--- src/shared/csm_defines.vh ---
// Constants shared by the configuration set manager, its assertions and its test bench
//
// Overview of operation
// RQ1 - Board temperature readable from status field
// RQ2 - Working set is volatile, drives operation
// RQ3 - Parameter writes change only the working set
// RQ4 - Factory set is permanent and never altered
// RQ5 - Four persistent user slots take working copies
// RQ6 - Save to slot five or above stores nothing
// RQ7 - Save runs through the bulk save process
// RQ8 - Activate user set copies into working set
// RQ9 - Activated set becomes the linked startup source
// RQ10 - Factory activation copies, applies, relinks startup
// RQ11 - First start after delivery loads factory set
// RQ12 - Reset loads linked set, else factory set
// RQ13 - Download sends set out, upload brings in
// RQ14 - Requested reset behaves like a power cycle; reset_req does not clear the upload FIFO or temp_status
// RQ15 - One operation finishes before the next starts
`ifndef CSM_DEFINES_VH
`define CSM_DEFINES_VH

// =====================================================
// Bulk operation codes
`define CSM_OP_W 2
`define CSM_OP_SAVE 2'h0
`define CSM_OP_ACTIVATE 2'h1
`define CSM_OP_DOWNLOAD 2'h2
`define CSM_OP_UPLOAD 2'h3

// =====================================================
// Slot numbering
`define CSM_SLOT_W 3
`define CSM_SLOT_FACTORY 3'h0
`define CSM_SLOT_FIRST 3'h1
`define CSM_SLOT_LAST 3'h4
`define CSM_USER_SLOTS 4

// =====================================================
// Sizes and reset values
`define CSM_WORDS 16
`define CSM_WIDTH 32
`define CSM_TEMP_W 8
`define CSM_FIFO_DEPTH 32
`define CSM_TEMP_RESET 8'h00

`endif

--- src/hdl/csm_fifo.v ---
// Upload data FIFO with registered full and empty flags
`timescale 1ns/100ps
module csm_fifo
#(
  parameter WIDTH = 32,
  parameter DEPTH = 32,
  parameter AW = 5
)
(
  input wire clk_sys,
  input wire rst,
  input wire in_valid,
  output wire in_ready,
  input wire [WIDTH-1:0] in_data,
  output wire out_valid,
  input wire out_ready,
  output wire [WIDTH-1:0] out_data
);

  reg [WIDTH-1:0] mem [0:DEPTH-1];
  reg [AW-1:0] wr_ptr;
  reg [AW-1:0] rd_ptr;
  reg [AW:0] count;
  reg not_full;
  reg empty;
  wire push;
  wire pop;
  wire [AW:0] next_count;

  // =====================================================
  // Handshakes
  assign in_ready = not_full;
  assign out_valid = ~empty;
  assign out_data = mem[rd_ptr];
  assign push = in_valid & not_full;
  assign pop = out_ready & ~empty;
  assign next_count = count + {{AW{1'b0}}, push} - {{AW{1'b0}}, pop};

  // =====================================================
  // Storage
  always @(posedge clk_sys)
  begin
    if (push)
    begin
      mem[wr_ptr] <= in_data;
    end
  end

  // =====================================================
  // Pointers and flags
  always @(posedge clk_sys)
  begin
    if (rst)
    begin
      wr_ptr <= {AW{1'b0}};
      rd_ptr <= {AW{1'b0}};
      count <= {(AW+1){1'b0}};
      not_full <= 1'b1;
      empty <= 1'b1;
    end
    else
    begin
      if (push)
      begin
        wr_ptr <= (wr_ptr == DEPTH - 1) ? {AW{1'b0}} : wr_ptr + 1'b1;
      end
      if (pop)
      begin
        rd_ptr <= (rd_ptr == DEPTH - 1) ? {AW{1'b0}} : rd_ptr + 1'b1;
      end
      count <= next_count;
      not_full <= (next_count != DEPTH);
      empty <= (next_count == {(AW+1){1'b0}});
    end
  end

endmodule // csm_fifo

--- src/hdl/csm_config_set_manager.v ---
// Configuration set manager: working set, factory set, user slots and bulk processes
`timescale 1ns/100ps
`include "csm_defines.vh"
module csm_config_set_manager
#(
  parameter WORDS = `CSM_WORDS,
  parameter WIDTH = `CSM_WIDTH,
  parameter IW = 4,
  parameter TEMP_W = `CSM_TEMP_W,
  parameter FIFO_DEPTH = `CSM_FIFO_DEPTH,
  parameter FIFO_AW = 5,
  parameter [WORDS*WIDTH-1:0] FACTORY_SET = {(WORDS*WIDTH){1'b0}}
)
(
  input wire clk_sys,
  input wire rst,
  input wire reset_req,
  input wire nv_erase,
  input wire [TEMP_W-1:0] temp_sensor,
  output reg [TEMP_W-1:0] temp_status,
  input wire cmd_valid,
  output reg cmd_ready,
  input wire [`CSM_OP_W-1:0] cmd_op,
  input wire [`CSM_SLOT_W-1:0] cmd_slot,
  output reg cmd_done,
  output reg cmd_err,
  output reg busy,
  input wire par_wr_en,
  input wire [IW-1:0] par_wr_addr,
  input wire [WIDTH-1:0] par_wr_data,
  output reg [WORDS*WIDTH-1:0] work_set,
  output reg [`CSM_SLOT_W-1:0] link_slot,
  output reg dl_valid,
  input wire dl_ready,
  output reg [WIDTH-1:0] dl_data,
  output reg dl_last,
  input wire up_valid,
  output wire up_ready,
  input wire [WIDTH-1:0] up_data
);

  // =====================================================
  // States
  localparam [5:0] S_IDLE = 6'b000001;
  localparam [5:0] S_LOAD = 6'b000010;
  localparam [5:0] S_SAVE = 6'b000100;
  localparam [5:0] S_DNLD = 6'b001000;
  localparam [5:0] S_UPLD = 6'b010000;
  localparam [5:0] S_DONE = 6'b100000;
  localparam MEM_AW = IW + 2;

  reg [5:0] state;
  reg [IW-1:0] idx;
  reg [`CSM_SLOT_W-1:0] op_slot;
  reg op_activate;
  reg [WIDTH-1:0] user_mem [0:`CSM_USER_SLOTS*WORDS-1];
  wire last_word;
  wire fifo_valid;
  wire [WIDTH-1:0] fifo_data;
  wire fifo_pop;
  wire start;
  wire slot_ok;
  wire [WIDTH-1:0] src_word;
  reg ws_wr;
  reg [IW-1:0] ws_sel;
  reg [WIDTH-1:0] ws_word;

  // =====================================================
  // User slot address, slot 1 maps to the first block
  function [MEM_AW-1:0] slot_addr;
    input [`CSM_SLOT_W-1:0] slot;
    input [IW-1:0] word;
    reg [1:0] blk;
    begin
      blk = slot[1:0] - 2'h1;
      slot_addr = {blk, word};
    end
  endfunction

  // =====================================================
  // Word select from a packed parameter set
  function [WIDTH-1:0] word_at;
    input [WORDS*WIDTH-1:0] vec;
    input [IW:0] word;
    begin
      word_at = vec[word*WIDTH +: WIDTH];
    end
  endfunction

  // =====================================================
  // Decode
  assign last_word = (idx == WORDS - 1);
  assign start = cmd_valid & cmd_ready;
  assign slot_ok = (cmd_slot >= `CSM_SLOT_FIRST) && (cmd_slot <= `CSM_SLOT_LAST);
  assign fifo_pop = (state == S_UPLD) & fifo_valid;
  assign src_word = (op_slot == `CSM_SLOT_FACTORY) ? word_at(FACTORY_SET, {1'b0, idx}) :
    user_mem[slot_addr(op_slot, idx)];

  // =====================================================
  // Working set write port, one word per cycle
  always @*
  begin
    ws_wr = 1'b0;
    ws_sel = idx;
    ws_word = src_word;
    case (state)
      S_IDLE:
      begin
        ws_wr = par_wr_en & ~start; // RQ3
        ws_sel = par_wr_addr;
        ws_word = par_wr_data;
      end
      S_LOAD:
      begin
        ws_wr = 1'b1; // RQ8 RQ12
      end
      S_UPLD:
      begin
        ws_wr = fifo_valid; // RQ13
        ws_word = fifo_data;
      end
      default:
      begin
        ws_wr = 1'b0;
      end
    endcase
  end

  // =====================================================
  // Upload FIFO
  csm_fifo
  #(
    .WIDTH(WIDTH),
    .DEPTH(FIFO_DEPTH),
    .AW(FIFO_AW)
  )
  u_fifo
  (
    .clk_sys(clk_sys),
    .rst(rst),
    .in_valid(up_valid),
    .in_ready(up_ready),
    .in_data(up_data),
    .out_valid(fifo_valid),
    .out_ready(fifo_pop),
    .out_data(fifo_data)
  );

  // =====================================================
  // Temperature status
  always @(posedge clk_sys)
  begin
    if (rst)
    begin
      temp_status <= `CSM_TEMP_RESET;
    end
    else
    begin
      temp_status <= temp_sensor; // RQ1
    end
  end

  // =====================================================
  // Non-volatile user slots, untouched by reset
  always @(posedge clk_sys)
  begin
    if (state == S_SAVE)
    begin
      user_mem[slot_addr(op_slot, idx)] <= word_at(work_set, {1'b0, idx}); // RQ5
    end
  end

  // =====================================================
  // Non-volatile startup link, untouched by reset; the delivery erase or a factory activation sets it to the factory slot
  always @(posedge clk_sys)
  begin
    if (nv_erase)
    begin
      link_slot <= `CSM_SLOT_FACTORY; // RQ11
    end
    else if (state == S_LOAD && op_activate && last_word)
    begin
      link_slot <= op_slot; // RQ9 RQ10
    end
  end

  // =====================================================
  // Sequencer
  always @(posedge clk_sys)
  begin
    if (rst || reset_req)
    begin
      state <= S_LOAD; // RQ14
      idx <= {IW{1'b0}};
      op_slot <= nv_erase ? `CSM_SLOT_FACTORY : link_slot; // RQ12
      op_activate <= 1'b0;
      work_set <= {(WORDS*WIDTH){1'b0}}; // RQ2
      cmd_ready <= 1'b0;
      cmd_done <= 1'b0;
      cmd_err <= 1'b0;
      busy <= 1'b1;
      dl_valid <= 1'b0;
      dl_data <= {WIDTH{1'b0}};
      dl_last <= 1'b0;
    end
    else
    begin
      cmd_done <= 1'b0;
      cmd_err <= 1'b0;
      if (ws_wr)
      begin
        work_set[ws_sel*WIDTH +: WIDTH] <= ws_word;
      end
      case (state)
        S_IDLE:
        begin
          if (start)
          begin
            cmd_ready <= 1'b0; // RQ15
            busy <= 1'b1;
            idx <= {IW{1'b0}};
            op_slot <= cmd_slot;
            op_activate <= 1'b0;
            case (cmd_op)
              `CSM_OP_SAVE:
              begin
                if (slot_ok)
                begin
                  state <= S_SAVE; // RQ7
                end
                else
                begin
                  state <= S_DONE; // RQ6 RQ4
                  cmd_err <= 1'b1;
                end
              end
              `CSM_OP_ACTIVATE:
              begin
                if (slot_ok || cmd_slot == `CSM_SLOT_FACTORY)
                begin
                  state <= S_LOAD; // RQ8 RQ10
                  op_activate <= 1'b1;
                end
                else
                begin
                  state <= S_DONE;
                  cmd_err <= 1'b1;
                end
              end
              `CSM_OP_DOWNLOAD:
              begin
                state <= S_DNLD; // RQ13
              end
              `CSM_OP_UPLOAD:
              begin
                state <= S_UPLD; // RQ13
              end
              default:
              begin
                state <= S_DONE;
                cmd_err <= 1'b1;
              end
            endcase
          end
        end
        S_LOAD:
        begin
          if (last_word)
          begin
            state <= S_DONE;
          end
          else
          begin
            idx <= idx + 1'b1;
          end
        end
        S_SAVE:
        begin
          if (last_word)
          begin
            state <= S_DONE; // RQ15
          end
          else
          begin
            idx <= idx + 1'b1;
          end
        end
        S_DNLD:
        begin
          if (!dl_valid)
          begin
            dl_valid <= 1'b1;
            dl_data <= word_at(work_set, {1'b0, idx});
            dl_last <= last_word;
          end
          else if (dl_ready)
          begin
            if (dl_last)
            begin
              dl_valid <= 1'b0;
              dl_last <= 1'b0;
              state <= S_DONE;
            end
            else
            begin
              idx <= idx + 1'b1;
              dl_data <= word_at(work_set, {1'b0, idx} + 1'b1);
              dl_last <= (idx + 1'b1 == WORDS - 1);
            end
          end
        end
        S_UPLD:
        begin
          if (fifo_valid)
          begin
            if (last_word)
            begin
              state <= S_DONE;
            end
            else
            begin
              idx <= idx + 1'b1;
            end
          end
        end
        S_DONE:
        begin
          state <= S_IDLE;
          cmd_done <= 1'b1;
          cmd_ready <= 1'b1;
          busy <= 1'b0;
          idx <= {IW{1'b0}};
        end
        default:
        begin
          state <= S_IDLE;
          cmd_ready <= 1'b1;
          busy <= 1'b0;
        end
      endcase
    end
  end

endmodule // csm_config_set_manager

--- config.mk ---
export PLATFORM = sky130hd
export DESIGN_NAME = csm_config_set_manager
export DESIGN_NICKNAME = d
export VERILOG_FILES = /design/src/hdl/csm_fifo.v /design/src/hdl/csm_config_set_manager.v
export VERILOG_INCLUDE_DIRS = /design/src /design/src/shared
export SDC_FILE = /design/constraint.sdc
export NUM_CORES = 2
export LEC_CHECK = 0
export BUFFER_PORTS_ARGS = -buffer_cell sky130_fd_sc_hd__buf_2
export CORE_MARGIN = 8
export CORE_UTILIZATION = 49
export CTS_CLUSTER_DIAMETER = 120
export DETAILED_ROUTE_END_ITERATION = 10
export PLACE_DENSITY = 0.72
export SLEW_MARGIN = 20
export SYNTH_ARGS = -nofsm -noshare
export SYNTH_HDL_FRONTEND = slang
export SYNTH_SLANG_ARGS = --single-unit
--- constraint.sdc ---
create_clock -name clk_sys -period 11.6 [get_ports clk_sys]
set_input_delay 2.32 -clock clk_sys [delete_from_list [all_inputs] [get_ports clk_sys]]
set_output_delay 2.32 -clock clk_sys [all_outputs]
set_load 0.005 [all_outputs]
Word-level counts from Yosys, hierarchy flattened

Memories as Yosys holds them, arrays and structs flattened. A register that Yosys moved wholly into a read port is not among the register bits.
Cells that the tools add are included.

Add/sub/neg operators: 9
Order comparisons: 2
Equality and inequality tests: 22
Shift-type cells: 5
Muxes and demuxes: 53
Bitwise operators: 9
Reductions and logical operators: 22

Operator list:

| cell                                                         | number |
|---|---|
| bitwise mux 512 bit                                          | 1 |
| variable shift 32 x 34 -> 512 bit, first input constant      | 1 |
| indexed part select 32 x 34 -> 512 bit                       | 1 |
| indexed part select 512 x 10 -> 32 bit                       | 1 |
| indexed part select 512 x 10 -> 32 bit, first input constant | 1 |
| indexed part select 512 x 11 -> 32 bit                       | 1 |
| two-way mux 32 bit                                           | 4 |
| case mux 32 bit (2 select lines)                             | 1 |
| two-way mux 6 bit                                            | 8 |
| case mux 6 bit (4 select lines)                              | 2 |
| negator 9 -> 34 bit                                          | 1 |
| two-way mux 4 bit                                            | 7 |
| two-way mux 5 bit                                            | 4 |
| case mux 4 bit (5 select lines)                              | 1 |
| two-way mux 1 bit                                            | 17 |
| != test 2 bit, second input constant                         | 7 |
| two-way mux 3 bit                                            | 4 |
| adder 4 x 1 -> 5 bit, second input constant                  | 2 |
| adder 5 x 1 -> 5 bit, second input constant                  | 2 |
| == test 5 bit, second input constant                         | 2 |
| AND reduction 2 bit                                          | 4 |
| adder 6 x 1 -> 6 bit                                         | 1 |
| == test 6 x 1 -> 1 bit, second input constant                | 1 |
| == test 6 x 2 -> 1 bit, second input constant                | 1 |
| 32 further kinds                                             | 47 |

Register bits after elaboration: 593
Memory bits (writable): 3072
Input bits: 89
Output and inout bits: 562
Memories: 2

Memories:

| name       | words | bits a word | read ports | clocked after memory_dff | wr ports | line                        | source |
|---|---|---|---|---|---|---|---|
| user_mem   | 64    | 32          | 1          | 0                        | 1        | csm_config_set_manager.v:56 | `` reg [WIDTH-1:0] user_mem [0:`CSM_USER_SLOTS*WORDS-1]; `` |
| u_fifo.mem | 32    | 32          | 1          | 1                        | 1        | csm_fifo.v:20               | `reg [WIDTH-1:0] mem [0:DEPTH-1];` |

Depth between registers and ports, before layout

Depth after elaboration: 7
Mapped depth: 20
Depth with buffers taken out: 15

By module

From an unflattened synthesis, not the netlist that was laid out.

Cells, all modules: 9136
Area total of the unflattened synthesis: 146299.1 µm²

Modules (own cells, without submodules):

| module                 | instances | cells an instance | area each (µm²) | seq. area each (µm²) |
|---|---|---|---|---|
| csm_config_set_manager | 1         | 7432              | 106488.4        | 73040.1 |
| csm_fifo               | 1         | 1704              | 39810.7         | 31209.9 |

Worst setup path before layout

No wires, ideal clock.

Path kind: reg2reg
From: reg idx[1]
To: mem user_mem[0][27] (data pin)
Library setup time: 0.750 ns
Arrival: 4.778 ns
Data required time: 10.850 ns
Path slack: 6.072 ns
Stages on the path, launching flop included: 12
Cells stage by stage: dfxtp_1 buf_4 buf_4 buf_4 buf_4 buf_4 buf_4 buf_4 buf_4 a21oi_1 a22o_1 a221oi_1

Cells in the longest elaborated chain, start to end: 1

Ends and longest elaborated chain:

| what                                   | line                         | source |
|---|---|---|
| start: declaration                     | csm_config_set_manager.v:53  | `reg [IW-1:0] idx;` |
| start signal: assignment               | csm_config_set_manager.v:194 | `idx <= {IW{1'b0}};` |
| start signal: assignment               | csm_config_set_manager.v:221 | `idx <= {IW{1'b0}};` |
| start signal: assignment               | csm_config_set_manager.v:274 | `idx <= idx + 1'b1;` |
| indexed part select 512 x 10 -> 32 bit | csm_config_set_manager.v:86  | `word_at = vec[word*WIDTH +: WIDTH];` |
| end: declaration                       | csm_config_set_manager.v:56  |  |

No other way between the ends.

Final worst setup path

From: reg idx[1]
To: reg work_set[429]

Cells in the longest elaborated chain, start to end: 5

Ends and longest elaborated chain:

| what                                                                           | line                         | source |
|---|---|---|
| indexed part select 512 x 10 -> 32 bit or memory (64 x 32 bit) (tied branches) | --                           |  |
| two-way mux 32 bit                                                             | csm_config_set_manager.v:96  | `` assign src_word = (op_slot == `CSM_SLOT_FACTORY) ? word_at(FACTORY_SET, {1'b0, idx}) : `` |
| case mux 32 bit (2 select lines)                                               | csm_config_set_manager.v:106 | `case (state)` |
| indexed part select 32 x 34 -> 512 bit                                         | csm_config_set_manager.v:212 | `work_set[ws_sel*WIDTH +: WIDTH] <= ws_word;` |
| bitwise mux 512 bit (*)                                                        | csm_config_set_manager.v:212 |  |
| end signal: assignment                                                         | csm_config_set_manager.v:197 | `work_set <= {(WORDS*WIDTH){1'b0}};` |
| end signal: indexed assignment                                                 | csm_config_set_manager.v:212 |  |
| end: declaration                                                               | csm_config_set_manager.v:31  | `output reg [WORDS*WIDTH-1:0] work_set,` |

Mark *: on every way between the ends. The rest lies on a longest branch, timed or not.
A chain may end at the register's enable or synchronous reset.

==> results.sh <==
export IMPL_worst_skew_pair_late_latency_ns=0.96
export IMPL_synthesis_area_um2=147000
export IMPL_syn_area_per_cell_um2=15.8
export IMPL_grt_overflow=0
export IMPL_port_buffer_count=650
export IMPL_gp_congestion=0.985
export IMPL_path_clk_slew_ns=0.06
export IMPL_min_period_ns=6.10
export IMPL_groute_usage_overall_pct=33.2
export IMPL_postSynthCellCount=9281
export IMPL_cts_tree="yes"
export IMPL_fin_cells=14167
export IMPL_power_per_cell_area_nw_per_um2=165
export IMPL_die_height_um=564
export IMPL_std_cell_rows=201
export IMPL_postRouteAntennaNets=0
export IMPL_first_global_vias=95567
export IMPL_tns_ns=0
export IMPL_layout_commonest_cell="edfxtp_1"
export IMPL_cts_root_buffer="clkbuf_16"
export IMPL_synth_largest_type_area_fraction_pct=62.8
export IMPL_core_area_um2=299000
export IMPL_worst_ir_drop_vdd_v=0.000171
export IMPL_hold_path_startpoint="busy"
export IMPL_setup_worst_path_end_class="flop"
export IMPL_post_cts_repair_setup_buffers=0
export IMPL_drt_drc_violations_left=0
export IMPL_drt_pass1_iter_count=8
export IMPL_final_cell_mix="3075 x edfxtp_1, 651 x buf_2, 585 x dfxtp_1, 567 x o21ai_0, 523 x nand2_1"
export IMPL_initialDrtViolationCount=18200
export IMPL_timing_reg2reg_worst_path_depth=10
export IMPL_tritoncts_num_sinks=3670
export IMPL_outcome="finished clean"
export IMPL_setup_worst_path_start_class="flop"
export IMPL_synth_yosys_warnings=0
export IMPL_drv_max_cap_violation_count=0
export IMPL_finalSetupViolations=0
export IMPL_start_util_pct=49.1
export IMPL_hp_class="reg -> reg"
export IMPL_post_cts_resize_count=0
export IMPL_drt_total_wl_um=551000
export IMPL_crit_path_max_fanout=98
export IMPL_ys_top_cells_by_area="edfxtp_1 63%, dfxtp_1 8.1%, mux4_2 4.9%"
export IMPL_die_w_um=564
export IMPL_synth_fp_nets=9392
export IMPL_cts_root_to_sink_buffers=4
export IMPL_netlist_top_cell_by_area="edfxtp_1"
export IMPL_tritoncts_buffer_count=366
export IMPL_timing_final_hold_violations=0
export IMPL_first_pass_grt_wire_length_um=752000
export IMPL_relSlewSlack_pct=14.1
export IMPL_yosysUniqueCellTypes=107
export IMPL_route_vias_total=100752
export IMPL_worst_hold_path_endpoint="busy"
export IMPL_hold_ws_ns=0.462
export IMPL_ios=651
export IMPL_post_drt_via_cell_ratio=7.11
export IMPL_fillers=22738
export IMPL_power_static_leakage_nw=54.4
export IMPL_post_place_setup_slack_ns=5.63
export IMPL_nets=10001
export IMPL_finalMaxSlewViolations=0
export IMPL_dp_cells=13477
export IMPL_htree_levels=5
export IMPL_synth_seq_area_share_pct=70.9
export IMPL_crit_reg2reg_capture="work_set[429]"
export IMPL_post_dp_hpwl_um=323000
export IMPL_rrSetupSlack_ns=5.50
export IMPL_worst_setup_path_type="reg -> reg"
export IMPL_cts_hold_buf=0
export IMPL_final_layout_size_suffix_gt1_share_pct=24.1
export IMPL_area_growth_pct=14.2
export IMPL_maxClockFrequency_ghz=0.164
export IMPL_async_set_or_reset_flop_fraction_in_the_synthesized_netlist_pct=0
export IMPL_rsz0062_at_grt="no"
export IMPL_drt_wirelength_per_cell_um=38.9
export IMPL_die_footprint_um2=318000
export IMPL_min_period_over_period_pct=52.6
export IMPL_timing_final_ws_setup_ns=5.50
export IMPL_synth_enable_flop_cells=3075
export IMPL_timing_critical_path_required_ns=12.35
export IMPL_synth_main_ff_cell="edfxtp_1"
export IMPL_initial_antenna_violation_count=56
export IMPL_maximum_number_of_pins_on_one_net_before_global_route_repair=185
export IMPL_yosys_register_bits=3670
export IMPL_fin_worst_skew_ns=0.139
export IMPL_pin_slew_with_the_least_headroom_to_its_limit_ns=1.28
export IMPL_worstReg2RegStart="idx[1]"
export IMPL_hold_path_cell_cnt=1
export IMPL_arrival_ns=6.86
==> cells by family (layout without fill, tap and decap cells) <==
logic type | Yosys count | in the layout | share of synthesized area [%]
mux | 1036 | 1036 | 10.2
simple gates | 1191 | 1191 | 3.72
other cells | 0 | 45 | 0
xor+xnor | 8 | 8 | 0.0477
compound gates | 2583 | 2583 | 12.3
fa+ha+maj | 22 | 22 | 0.192
buf+inv | 771 | 1654 | 2.58
flops | 3670 | 3670 | 70.9
==> worst max path at each step <==
stage | startpoint | slack [ns] | depth (start not counted) | to
6_report | idx[1] | 5.50 | 10 | work_set[429]
3_5_place_dp | par_wr_addr[0] | 5.63 | 8 | work_set[312]
2_1_floorplan | idx[1] | 6.07 | 11 | user_mem[0][27]
5_1_grt | idx[1] | 5.59 | 12 | work_set[48]
4_1_cts | idx[1] | 5.82 | 9 | work_set[72]
3_3_place_gp | idx[1] | 5.20 | 10 | work_set[299]
==> state kept, by name, summed over array words and instances, names as in the netlist, named ones only <==
signal           flops
user_mem          2048
dl_last              1
idx                  4
op_slot              3
temp_status          8
state                6
u_fifo.wr_ptr        5
u_fifo.empty         1
cmd_err              1
dl_data             32
u_fifo.in_ready      1
dl_valid             1
busy                 1
cmd_done             1
u_fifo.rd_ptr        5
u_fifo.count         6
work_set           512
op_activate          1
u_fifo.mem        1024
link_slot            3
cmd_ready            1
==> metrics by stage <==
step	utilization, %	cell area (um^2)	total power, mW
2_1_floorplan	-	147000	15.4
3_3_place_gp	52.1	156000	16.1
3_5_place_dp	52.1	156000	16.2
4_1_cts	56.0	168000	27.6
5_1_grt	56.1	168000	28.2
6_report	56.1	168000	27.7
==> per-layer routing <==
layer | global-route usage (%) | up-vias | wire (um)
li1 | - | 38738 | -
met1 | 41.5 | 50454 | 183000
met2 | 48.5 | 9364 | 235000
met3 | 12.4 | 2160 | 86000
met4 | 22.1 | 36 | 46200
met5 | 0 | - | 243
==> worst max-delay path, stage by stage (launching register included) <==
cell and delay (ns):
dfxtp_4 0.87, buf_4 0.80, buf_12 0.49, nor2_4 0.34, buf_4 0.43, a22oi_1 0.32, o221ai_1 0.16, a31oi_1 0.58
a32o_1 0.66, nand2_1 0.50, a22o_1 0.35
==> report_power, final <==
part	leakage, nW	internal, mW	switching (mW)
sequential	33.0	14.4	0.0414
clock	5.69	6.69	5.03
combinational	15.7	0.349	1.23
==> cell usage after synthesis, drive strengths merged (16+ instances only) <==
| master | instances |
|---|---|
| mux4 | 334 |
| mux2 | 328 |
| mux2i | 374 |
| nor2 | 314 |
| inv | 32 |
| o211ai | 81 |
| nand3 | 89 |
| nand3b | 18 |
| a211oi | 78 |
| a31oi | 97 |
| and3 | 38 |
| a311oi | 23 |
| nand4 | 18 |
| edfxtp | 3075 |
| a22o | 219 |
| o21ai | 595 |
| o21ba | 37 |
| ha | 21 |
| a2111oi | 28 |
| a21oi | 440 |
| nand2b | 40 |
| a22oi | 268 |
| nand2 | 527 |
| o21a | 16 |
| nor3 | 23 |
| o2bb2ai | 45 |
| o2111ai | 18 |
| o22ai | 58 |
| a221oi | 328 |
| o221ai | 51 |
| clkbuf | 271 |
| buf | 467 |
| dfxtp | 595 |
| a221o | 77 |
| nor2b | 40 |
==> final cells by class <==
cell class	instances	area [um^2]	area share [%]
Multi-Input combinational cell	4840	40700	24.2
Tap cell	3958	4950	2.95
Timing Repair Buffer	979	6020	3.59
Clock buffer	469	9900	5.90
Inverter	33	146	0.0872
Clock inverter	173	1750	1.04
Sequential cell	3670	104000	62.1
Antenna cell	45	113	0.0671
Note: power is estimated with default switching activity, not from simulation.
